<file path="src/inc/rsevb_defines.svh">
// Purpose: offsets, field positions and timing counts of the readback bank
// Assumes: 7-bit read addresses, 8-bit read data
// Notes: included by bare name
`ifndef RSEVB_DEFINES_SVH
`define RSEVB_DEFINES_SVH
`define RSEVB_ADDR_STATUS_A 7'h00
`define RSEVB_ADDR_STATUS_B 7'h01
`define RSEVB_ADDR_EVENTS 7'h02
`define RSEVB_ADDR_PORT_A 7'h04
`define RSEVB_ADDR_PORT_B 7'h05
`define RSEVB_ADDR_PORT_C 7'h06
`define RSEVB_ADDR_CRX0 7'h10
`define RSEVB_ADDR_CRX1 7'h11
`define RSEVB_ADDR_CRX2 7'h12
`define RSEVB_ADDR_CRX3 7'h13
`define RSEVB_ADDR_RAW0 7'h18
`define RSEVB_ADDR_RAW1 7'h19
`define RSEVB_ADDR_RAW2 7'h1a
`define RSEVB_ADDR_RAW3 7'h1b
`define RSEVB_ADDR_RAW4 7'h1c
`define RSEVB_ADDR_REPEAT 7'h1d
`define RSEVB_ADDR_ADC 7'h20
`define RSEVB_ADDR_TONE 7'h30
`define RSEVB_EVENT_COUNT 12
`define RSEVB_EVENTS_RESET 12'h000
`define RSEVB_BAND_LSB 6
`define RSEVB_TONE_UPDATE_S 0.2
`endif

</file>
<file path="src/inc/rsevb_pkg.sv">
// Purpose: types of the readback bank
// Assumes: nothing
// Notes: constants live in rsevb_defines.svh
package rsevb_pkg;
   typedef enum logic [1:0] {
      rsevb_band_invalid,
      rsevb_band_low,
      rsevb_band_mid,
      rsevb_band_high
   } rsevb_band_type;
endpackage
</file>
<file path="src/hw/rsevb_bank.sv">
// Purpose: read-side register bank with live status, sticky events and data words
// Assumes: serial framing decodes reads into rd_en/rd_addr; producers on mclk
// Notes: read data registered, valid one cycle after rd_en
`timescale 1ns/10ps
`include "rsevb_defines.svh"

////////////////////////////////////////////////////////////////////////////////
// Operation
// status word A bits 0..5: rx word ready, tx buffer free, tx aborted or arbitration lost, encoder active, reverse control channel busy, counter at zero.
// status word A bits 7:6 carry the tone band code, 00 meaning invalid tone.
// status word B bits 0..2: audio interface active, voice message receiving, control frame sync.
// the event register holds twelve sticky flags and a read clears them.
// event bits 0..6 record rx ready, tx free, arbitration fail, tx done, busy change, counter zero, tone result change.
// event bits 7..11 record audio done, dotting, voice sync, control sync change, periodic tone update.
// events latch regardless of any interrupt enables.
// port status reads give the synchronised pin levels, 8, 8 and 4 bits.
// corrected word bits 27..4 read high byte first at 0x10..0x12.
// 0x13 holds corrected bits 3..0 above the 4-bit decode status.
// the 40-bit raw word reads highest byte first at 0x18..0x1c.
// 0x1d reports the 4-bit majority vote repeat count.
// 0x20 returns the 8-bit audio converter result.
// 0x30 returns the tone offset from 6 kHz, two's complement, 1 Hz per step.
// an event in the cycle of an event read stays set for the next read.
// unlisted addresses and unused upper bits read as zero.
module rsevb_bank #(
   parameter int PORT_A_W = 8,
   parameter int PORT_B_W = 8,
   parameter int PORT_C_W = 4
) (
   input wire logic mclk,
   input wire logic rst_n,
   input wire logic rd_en,
   input wire logic [6:0] rd_addr,
   output logic [7:0] rd_data,
   input wire logic rx_word_ready,
   input wire logic tx_buffer_free,
   input wire logic tx_abort_or_arb_lost,
   input wire logic tx_encoder_active,
   input wire logic reverse_control_channel_busy,
   input wire logic counter_at_zero,
   input wire rsevb_pkg::rsevb_band_type supervisory_tone_band,
   input wire logic audio_if_active,
   input wire logic forward_voice_channel_receiving,
   input wire logic forward_control_channel_sync,
   input wire logic [`RSEVB_EVENT_COUNT-1:0] event_pulse,
   input wire logic [PORT_A_W-1:0] expansion_port_a_pins,
   input wire logic [PORT_B_W-1:0] expansion_port_b_pins,
   input wire logic [PORT_C_W-1:0] expansion_port_c_pins,
   input wire logic [27:0] corrected_rx_word,
   input wire logic [3:0] decode_status,
   input wire logic [39:0] raw_rx_word,
   input wire logic [3:0] vote_repeats,
   input wire logic [7:0] audio_adc_value,
   input wire logic [7:0] supervisory_tone_offset
);

   ////////////////////////////////////////////////////////////////////////////
   // pin synchronisers
   logic [PORT_A_W-1:0] port_a_q;
   logic [PORT_B_W-1:0] port_b_q;
   logic [PORT_C_W-1:0] port_c_q;

   rsevb_sync #(.WIDTH(PORT_A_W)) u_sync_a (
      .mclk(mclk),
      .rst_n(rst_n),
      .async_in(expansion_port_a_pins),
      .sync_out(port_a_q)
   );
   rsevb_sync #(.WIDTH(PORT_B_W)) u_sync_b (
      .mclk(mclk),
      .rst_n(rst_n),
      .async_in(expansion_port_b_pins),
      .sync_out(port_b_q)
   );
   rsevb_sync #(.WIDTH(PORT_C_W)) u_sync_c (
      .mclk(mclk),
      .rst_n(rst_n),
      .async_in(expansion_port_c_pins),
      .sync_out(port_c_q)
   );

   ////////////////////////////////////////////////////////////////////////////
   // sticky events
   logic [`RSEVB_EVENT_COUNT-1:0] events_q;
   logic [`RSEVB_EVENT_COUNT-1:0] events_d;
   logic events_read;

   assign events_read = rd_en && (rd_addr == `RSEVB_ADDR_EVENTS);

   // no enable gating here; masking belongs to the interrupt path
   always_comb
   begin
      events_d = events_q;
      if (events_read)
      begin
         events_d = '0;
      end
      events_d = events_d | event_pulse;
   end

   always_ff @(posedge mclk or negedge rst_n)
   begin
      if (!rst_n)
      begin
         events_q <= `RSEVB_EVENTS_RESET;
      end
      else
      begin
         events_q <= events_d;
      end
   end

   ////////////////////////////////////////////////////////////////////////////
   // read mux
   logic [7:0] status_a;
   logic [7:0] status_b;
   logic [7:0] rd_data_d;

   always_comb
   begin
      status_a = 8'h00;
      status_a[0] = rx_word_ready;
      status_a[1] = tx_buffer_free;
      status_a[2] = tx_abort_or_arb_lost;
      status_a[3] = tx_encoder_active;
      status_a[4] = reverse_control_channel_busy;
      status_a[5] = counter_at_zero;
      status_a[`RSEVB_BAND_LSB+:2] = supervisory_tone_band;
      status_b = {5'h00, forward_control_channel_sync, forward_voice_channel_receiving,
                  audio_if_active};
   end

   // event register wider than the data path: low byte at offset, high nibble not mapped
   always_comb
   begin
      rd_data_d = 8'h00;
      case (rd_addr)
         `RSEVB_ADDR_STATUS_A: rd_data_d = status_a;
         `RSEVB_ADDR_STATUS_B: rd_data_d = status_b;
         `RSEVB_ADDR_EVENTS: rd_data_d = events_q[7:0];
         `RSEVB_ADDR_PORT_A: rd_data_d = 8'(port_a_q);
         `RSEVB_ADDR_PORT_B: rd_data_d = 8'(port_b_q);
         `RSEVB_ADDR_PORT_C: rd_data_d = 8'(port_c_q);
         `RSEVB_ADDR_CRX0: rd_data_d = corrected_rx_word[27:20];
         `RSEVB_ADDR_CRX1: rd_data_d = corrected_rx_word[19:12];
         `RSEVB_ADDR_CRX2: rd_data_d = corrected_rx_word[11:4];
         `RSEVB_ADDR_CRX3: rd_data_d = {corrected_rx_word[3:0], decode_status};
         `RSEVB_ADDR_RAW0: rd_data_d = raw_rx_word[39:32];
         `RSEVB_ADDR_RAW1: rd_data_d = raw_rx_word[31:24];
         `RSEVB_ADDR_RAW2: rd_data_d = raw_rx_word[23:16];
         `RSEVB_ADDR_RAW3: rd_data_d = raw_rx_word[15:8];
         `RSEVB_ADDR_RAW4: rd_data_d = raw_rx_word[7:0];
         `RSEVB_ADDR_REPEAT: rd_data_d = {4'h0, vote_repeats};
         `RSEVB_ADDR_ADC: rd_data_d = audio_adc_value;
         `RSEVB_ADDR_TONE: rd_data_d = supervisory_tone_offset;
         default: rd_data_d = 8'h00;
      endcase
   end

   // held between reads so the serial shifter can take it at leisure
   always_ff @(posedge mclk or negedge rst_n)
   begin
      if (!rst_n)
      begin
         rd_data <= 8'h00;
      end
      else if (rd_en)
      begin
         rd_data <= rd_data_d;
      end
   end
endmodule

</file>
<file path="src/hw/rsevb_sync.sv">
// Purpose: two-flop synchroniser for a bus of pin levels
// Assumes: inputs asynchronous to mclk
// Notes: first stage read only by the second
`timescale 1ns/10ps
module rsevb_sync #(
   parameter int WIDTH = 8
) (
   input wire logic mclk,
   input wire logic rst_n,
   input wire logic [WIDTH-1:0] async_in,
   output logic [WIDTH-1:0] sync_out
);
   logic [WIDTH-1:0] meta_q;

   always_ff @(posedge mclk or negedge rst_n)
   begin
      if (!rst_n)
      begin
         meta_q <= '0;
         sync_out <= '0;
      end
      else
      begin
         meta_q <= async_in;
         sync_out <= meta_q;
      end
   end
endmodule

</file>
<file path="config.mk">
export PLATFORM = sky130hd
export DESIGN_NAME = rsevb_bank
export DESIGN_NICKNAME = d
export VERILOG_FILES = /design/src/inc/rsevb_pkg.sv /design/src/hw/rsevb_bank.sv /design/src/hw/rsevb_sync.sv
export VERILOG_INCLUDE_DIRS = /design/src /design/src/inc
export SDC_FILE = /design/constraint.sdc
export NUM_CORES = 1
export LEC_CHECK = 0
export BUFFER_PORTS_ARGS = -buffer_cell sky130_fd_sc_hd__buf_4
export CAP_MARGIN = 20
export CELL_PAD_IN_SITES_DETAIL_PLACEMENT = 0
export CELL_PAD_IN_SITES_GLOBAL_PLACEMENT = 1
export CORE_ASPECT_RATIO = 0.75
export CORE_UTILIZATION = 30
export DETAILED_ROUTE_END_ITERATION = 7
export PLACE_DENSITY_LB_ADDON = 0.1
export SLEW_MARGIN = 25
export SYNTH_ARGS = -nofsm -noshare
export SYNTH_HDL_FRONTEND = slang
export SYNTH_SLANG_ARGS = --single-unit
</file>
<file path="constraint.sdc">
create_clock -name mclk -period 1.5 [get_ports mclk]
set_clock_uncertainty 0.15 [all_clocks]
set_input_delay 0.3 -clock mclk [delete_from_list [all_inputs] [get_ports mclk]]
set_output_delay 0.3 -clock mclk [all_outputs]
set_load 0.03 [all_outputs]
</file>
* Word-level counts from Yosys, hierarchy flattened
Cells that the tools add are included.
** Cells by class
- Muxes and demuxes :: 2
- Reductions and logical operators :: 2
- Equal/unequal tests :: 17
- Bitwise logic cells :: 1
** Operators by type and width (count)
- 8-bit case mux with 18 select lines :: 1
- 7-bit by 5-bit equality test with 1-bit output, second input constant :: 10
- 7-bit by 3-bit equality test with 1-bit output, second input constant :: 3
- 7-bit by 6-bit equality test with 1-bit output, second input constant :: 2
- 12-bit two-way mux :: 1
- 12-bit OR :: 1
- 7-bit by 1-bit equality test with 1-bit output, second input constant :: 1
- 7-bit by 2-bit equality test with 1-bit output, second input constant :: 1
- 7-bit zero test :: 1
- 1-bit logical AND :: 1
** Word-level totals
- Logic and storage cells :: 30
- Output and inout bits :: 8
- Input bits :: 145
- Flip-flop bits (word level) :: 60

* Logic depth before layout (Yosys ltp)
- Depth in word-level cells :: 4
- Depth in mapped cells :: 8
- Depth with buffers taken out :: 5

* By module
Synthesis repeated with hierarchy kept, for this count alone.
** Unflattened totals
- Cells, all modules :: 271
- Area total of the unflattened synthesis :: 3027.9 µm²
** By module, submodules not included
- rsevb_bank :: area an instance 2026.9 µm², sequential area each 400.4 µm², instances 1, cells each 231
- rsevb_sync at u_sync_a ... :: area an instance 400.4 µm², sequential area each 400.4 µm², instances 2, cells each 16
- rsevb_sync at u_sync_c :: area an instance 200.2 µm², sequential area each 200.2 µm², instances 1, cells each 8

* Worst setup path after synthesis
OpenSTA, ideal clock, no wires.
- Path kind :: input to register
- Start point :: in rd_addr[6]
- End point :: reg rd_data[4]
- Arrival :: 1810 ps
- Path slack :: -534 ps
- Buffers on the path :: 2
- Library setup time :: 74 ps
- Data required time :: 1276 ps
- Stages on the path :: 7
- Cells stage by stage :: buf_6 or4_4 or3_1 buf_6 o22a_1 o2111ai_2 a2bb2oi_2
** On the way
- Longest elaborated chain between the ends :: 2
- Elaborated cells between the ends (all ways) :: 19
- Classes of those cells :: eq/ne: 17; mux: 1; reduce/logical: 1
** RTL lines
- start, declared :: line rsevb_bank.sv:33 : input wire logic [6:0] rd_addr,
- 7-bit by 6-bit equality test with 1-bit output (tied with other cells) :: line rsevb_bank.sv:137 : case (rd_addr)
- 8-bit case mux with 18 select lines * :: line rsevb_bank.sv:137
- end signal, assigned :: line rsevb_bank.sv:169 : rd_data <= rd_data_d;
- end, declared :: line rsevb_bank.sv:34 : output logic [7:0] rd_data,
Every way passes the cells marked *; elsewhere a longest branch is shown, timed or not.
A chain may end at the register's enable or synchronous reset.

* Final worst setup path
- Start point :: in rd_addr[6]
- End point :: reg rd_data[0]
The elaborated chain is that of the path after synthesis.

==> flow_metrics.env <==
export IMPL_ios=153
export IMPL_worst_ep_required_time_ns=1.57
export IMPL_drt_iter0_markers=204
export IMPL_top_usage_layer="met2"
export IMPL_p_seq_share_pct=43.2
export IMPL_outcome="finished with violations"
export IMPL_cts_buffers=5
export IMPL_final_setup_viol_count=8
export IMPL_critPathMaxFanout=8
export IMPL_violations="negative setup slack"
export IMPL_grt_max_degree=57
export IMPL_synth_top_area_cell="dfrtp_1"
export IMPL_num_vias=3401
export IMPL_drive_gt1_share_pct=50.0
export IMPL_insertion_delay_ns=0.30
export IMPL_drv_slew=0
export IMPL_postRouteAntennaNets=0
export IMPL_worst_ep_arrival_time_ns=1.89
export IMPL_grt_pass1_vias=3361
export IMPL_dpl_cell_area_um2=4860
export IMPL_finalNetCount=676
export IMPL_pwr_share_comb_pct=23.4
export IMPL_drcViolationCount=0
export IMPL_async_flop_share_pct=100
export IMPL_synth_edf_count=0
export IMPL_worst_setup_path_type="in2reg"
export IMPL_die_x_um=118
export IMPL_relSlewSlack_pct=71.6
export IMPL_start_kind="input pin"
export IMPL_hold_path_class="in2reg"
export IMPL_diodes=0
export IMPL_viasPerCell=5.12
export IMPL_switchingPower_w=0.000960
export IMPL_min_period_over_period_pct=121
export IMPL_stdcell_area_um2=5400
export IMPL_post_route_min_period_ns=1.82
export IMPL_syn_inst=296
export IMPL_cp_buffers_inverters=2
export IMPL_die_h_um=88.8
export IMPL_cp_slowest_cell="or4_4"
export IMPL_totalWireLength_um=12000
export IMPL_whs_ns=0.0167
export IMPL_syn_num_nets=441
export IMPL_first_pass_iters=5
export IMPL_synthFlopType="dfrtp_1"
export IMPL_clkPwrFrac_pct=33.4
export IMPL_fin_tns_setup_ns=-2.06
export IMPL_synth_seq_cells=56
export IMPL_clock_path_buffers=2
export IMPL_ir_drop_v=0.000441
export IMPL_grt_ovfl_total=0
export IMPL_start_util_pct=31.1
export IMPL_place_hpwl_um=9300
export IMPL_grt_pass1_wl_um=18400
export IMPL_end_kind="flip-flop"
export IMPL_cpPeakStageDelay_ns=0.54
export IMPL_grt_antenna_before_repair=0
export IMPL_portBuffers=148
export IMPL_clkSlewWorstSetupHoldPaths_ns=0.08
export IMPL_switching_share_pct=26.2
export IMPL_use_met1_pct=33.1
export IMPL_synth_top_cells_by_area="dfrtp_1 (47%), mux2i_1 (8.6%), nand2_1 (3.5%)"
export IMPL_fin_ws_ns=-0.322
export IMPL_root_buffer="clkbuf_16"
export IMPL_routabilityCongestion=0.863
export IMPL_cts_max_level=2
export IMPL_cap_violations=0
export IMPL_rsz0062_at_grt="true"
export IMPL_ys_warn_count=0
export IMPL_crit_family="simple AND/OR/NAND/NOR gates"
export IMPL_placeableCoreArea_um2=9700
export IMPL_syn_area_per_cell_um2=10.2
export IMPL_rows=31
export IMPL_synth_area_um2=3010
export IMPL_yosysTopAreaCellShare_pct=46.5
export IMPL_p_per_area_nw_per_um2=678
export IMPL_r2r_slack_ns=-0.08
export IMPL_cts_tree="built"
export IMPL_routedWlPerCell_um=18.1
export IMPL_worstMarginPinSlew_ns=0.414
export IMPL_area_delta_synth_final_pct=79.2
export IMPL_max_freq_ghz=0.549
export IMPL_ys_types=55
export IMPL_die_area_um2=10500
export IMPL_clock_sinks=56
export IMPL_fill_cells=880
export IMPL_path_cells="buf_6, or4_4, or3_4, buf_4, o22ai_4, a2111oi_1, a22oi_1"
export IMPL_gr_usage_met3_pct=4.57
export IMPL_hold_viol=0
export IMPL_ys_seq_area_share_pct=46.5
export IMPL_p_leak_nw=2.46
export IMPL_grtUsageMet2_pct=36.0
export IMPL_grt_util_all_layers_pct=23.2
export IMPL_intPower_w=0.00270
registers in the layout, summed over array words and instances, names as in the netlist:
| signal | cells |
|---|---|
| events_q | 8 |
| rd_data | 8 |
| u_sync_a.meta_q | 8 |
| u_sync_a.sync_out | 8 |
| u_sync_b.meta_q | 8 |
| u_sync_b.sync_out | 8 |
| u_sync_c.meta_q | 4 |
| u_sync_c.sync_out | 4 |
per-layer routing:
layer,vias up,share of wire (%)
met2,154,44
met5,-,0
met1,1631,48
li1,1602,-
met4,0,1.3
met3,14,7.2
power groups by stage:
| stage | clock network (W) | registers (W) | logic (W) |
|---|---|---|---|
| finish | 0.00122 | 0.00158 | 0.000858 |
| global route | 0.00133 | 0.00159 | 0.000920 |
| CTS | 0.00126 | 0.00158 | 0.000841 |
| detailed placement | 0 | 0.00161 | 0.000774 |
| global placement | 0 | 0.00161 | 0.000770 |
| floorplan | 0 | 0.00161 | 0.000232 |
Yosys cell counts (6+ instances only):
cell      number
dfrtp_1       56
a21oi_1        8
mux2i_1       26
a32oi_1        6
nor2_1         8
o21ai_0       12
buf_2          8
nand2_1       28
nand3_1       17
a21o_1         9
clkbuf_1       9
nand4_1        7
o22ai_1        7
through the flow:
stage	util, %	std cells	setup slack (ns)	total power (W)
4_1_cts	54.8	662	-0.273	0.00369
3_5_place_dp	50.1	631	-0.725	0.00239
6_report	55.7	664	-0.322	0.00366
2_1_floorplan	-	296	-0.475	0.00184
3_3_place_gp	50.1	631	-0.725	0.00238
5_1_grt	55.7	664	-0.366	0.00384
final timing paths:
check                              startpoint                    to  cells after the start
hold reg to reg            u_sync_a.meta_q[6]  u_sync_a.sync_out[6]                      0
min in group asynchronous               rst_n            rd_data[1]                      3
hold / removal                 event_pulse[3]           events_q[3]                      2
setup / recovery                   rd_addr[6]            rd_data[0]                      7
setup reg to reg                  events_q[1]            rd_data[1]                      5
max in group asynchronous               rst_n  u_sync_c.sync_out[1]                      3
area by class of cell:
cell class | count | area, um^2 | area share, %
multi-input combinational | 216 | 1630 | 30.2
sequential | 56 | 1400 | 26.0
clock inverter | 3 | 26.3 | 0.487
clock buffer | 5 | 125 | 2.32
inverter | 3 | 11.3 | 0.209
timing repair buffer | 249 | 2040 | 37.8
tap | 132 | 165 | 3.06
layout by cell type, fill, tap and decap left out, types with 3 or more instances in the layout:
master and instances:
o211ai_1 3, a21oi_1 8, o22ai_1 6, and3_1 3, o21ai_0 12, dlygate4sd3_1 21
dfrtp_1 56, nor2_1 6, a21o_1 9, nand3b_1 5, nand4_1 7, buf_12 6
nand2_1 27, buf_4 212, clkbuf_16 5, nand3_1 17, and4_1 4, a31oi_1 5
a32oi_1 6, buf_6 8, mux2i_1 26, nor3_1 3, a221oi_1 5, mux2_2 5
nor2b_1 4, a22oi_1 5
worst register-to-register path: stages, from the launching register on:
cell and delay [ns]:
dfrtp_1 0.39, and3b_1 0.18, o211ai_1 0.17, o221ai_1 0.15, a221oi_1 0.29, a22oi_1 0.11
kinds of logic (layout without fill, tap and decap cells):
group | Yosys count | count (layout) | share of synthesized area, %
AND/OR/NAND/NOR | 102 | 102 | 18.9
buffers and inverters | 24 | 260 | 3.86
multiplexers | 31 | 31 | 10.5
flip-flops | 56 | 56 | 46.5
AO/OA/AOI/OAI | 83 | 83 | 20.2
timing repair:
item,4_1_cts,5_1_grt
pin swaps,5,17
endpoints found under the setup margin,16,16
hold buffers,21,0
resized for setup,20,15
setup buffers,2,2
hold endpoints to repair,76,0
No activity file was read; power rests on OpenSTA's default activity.
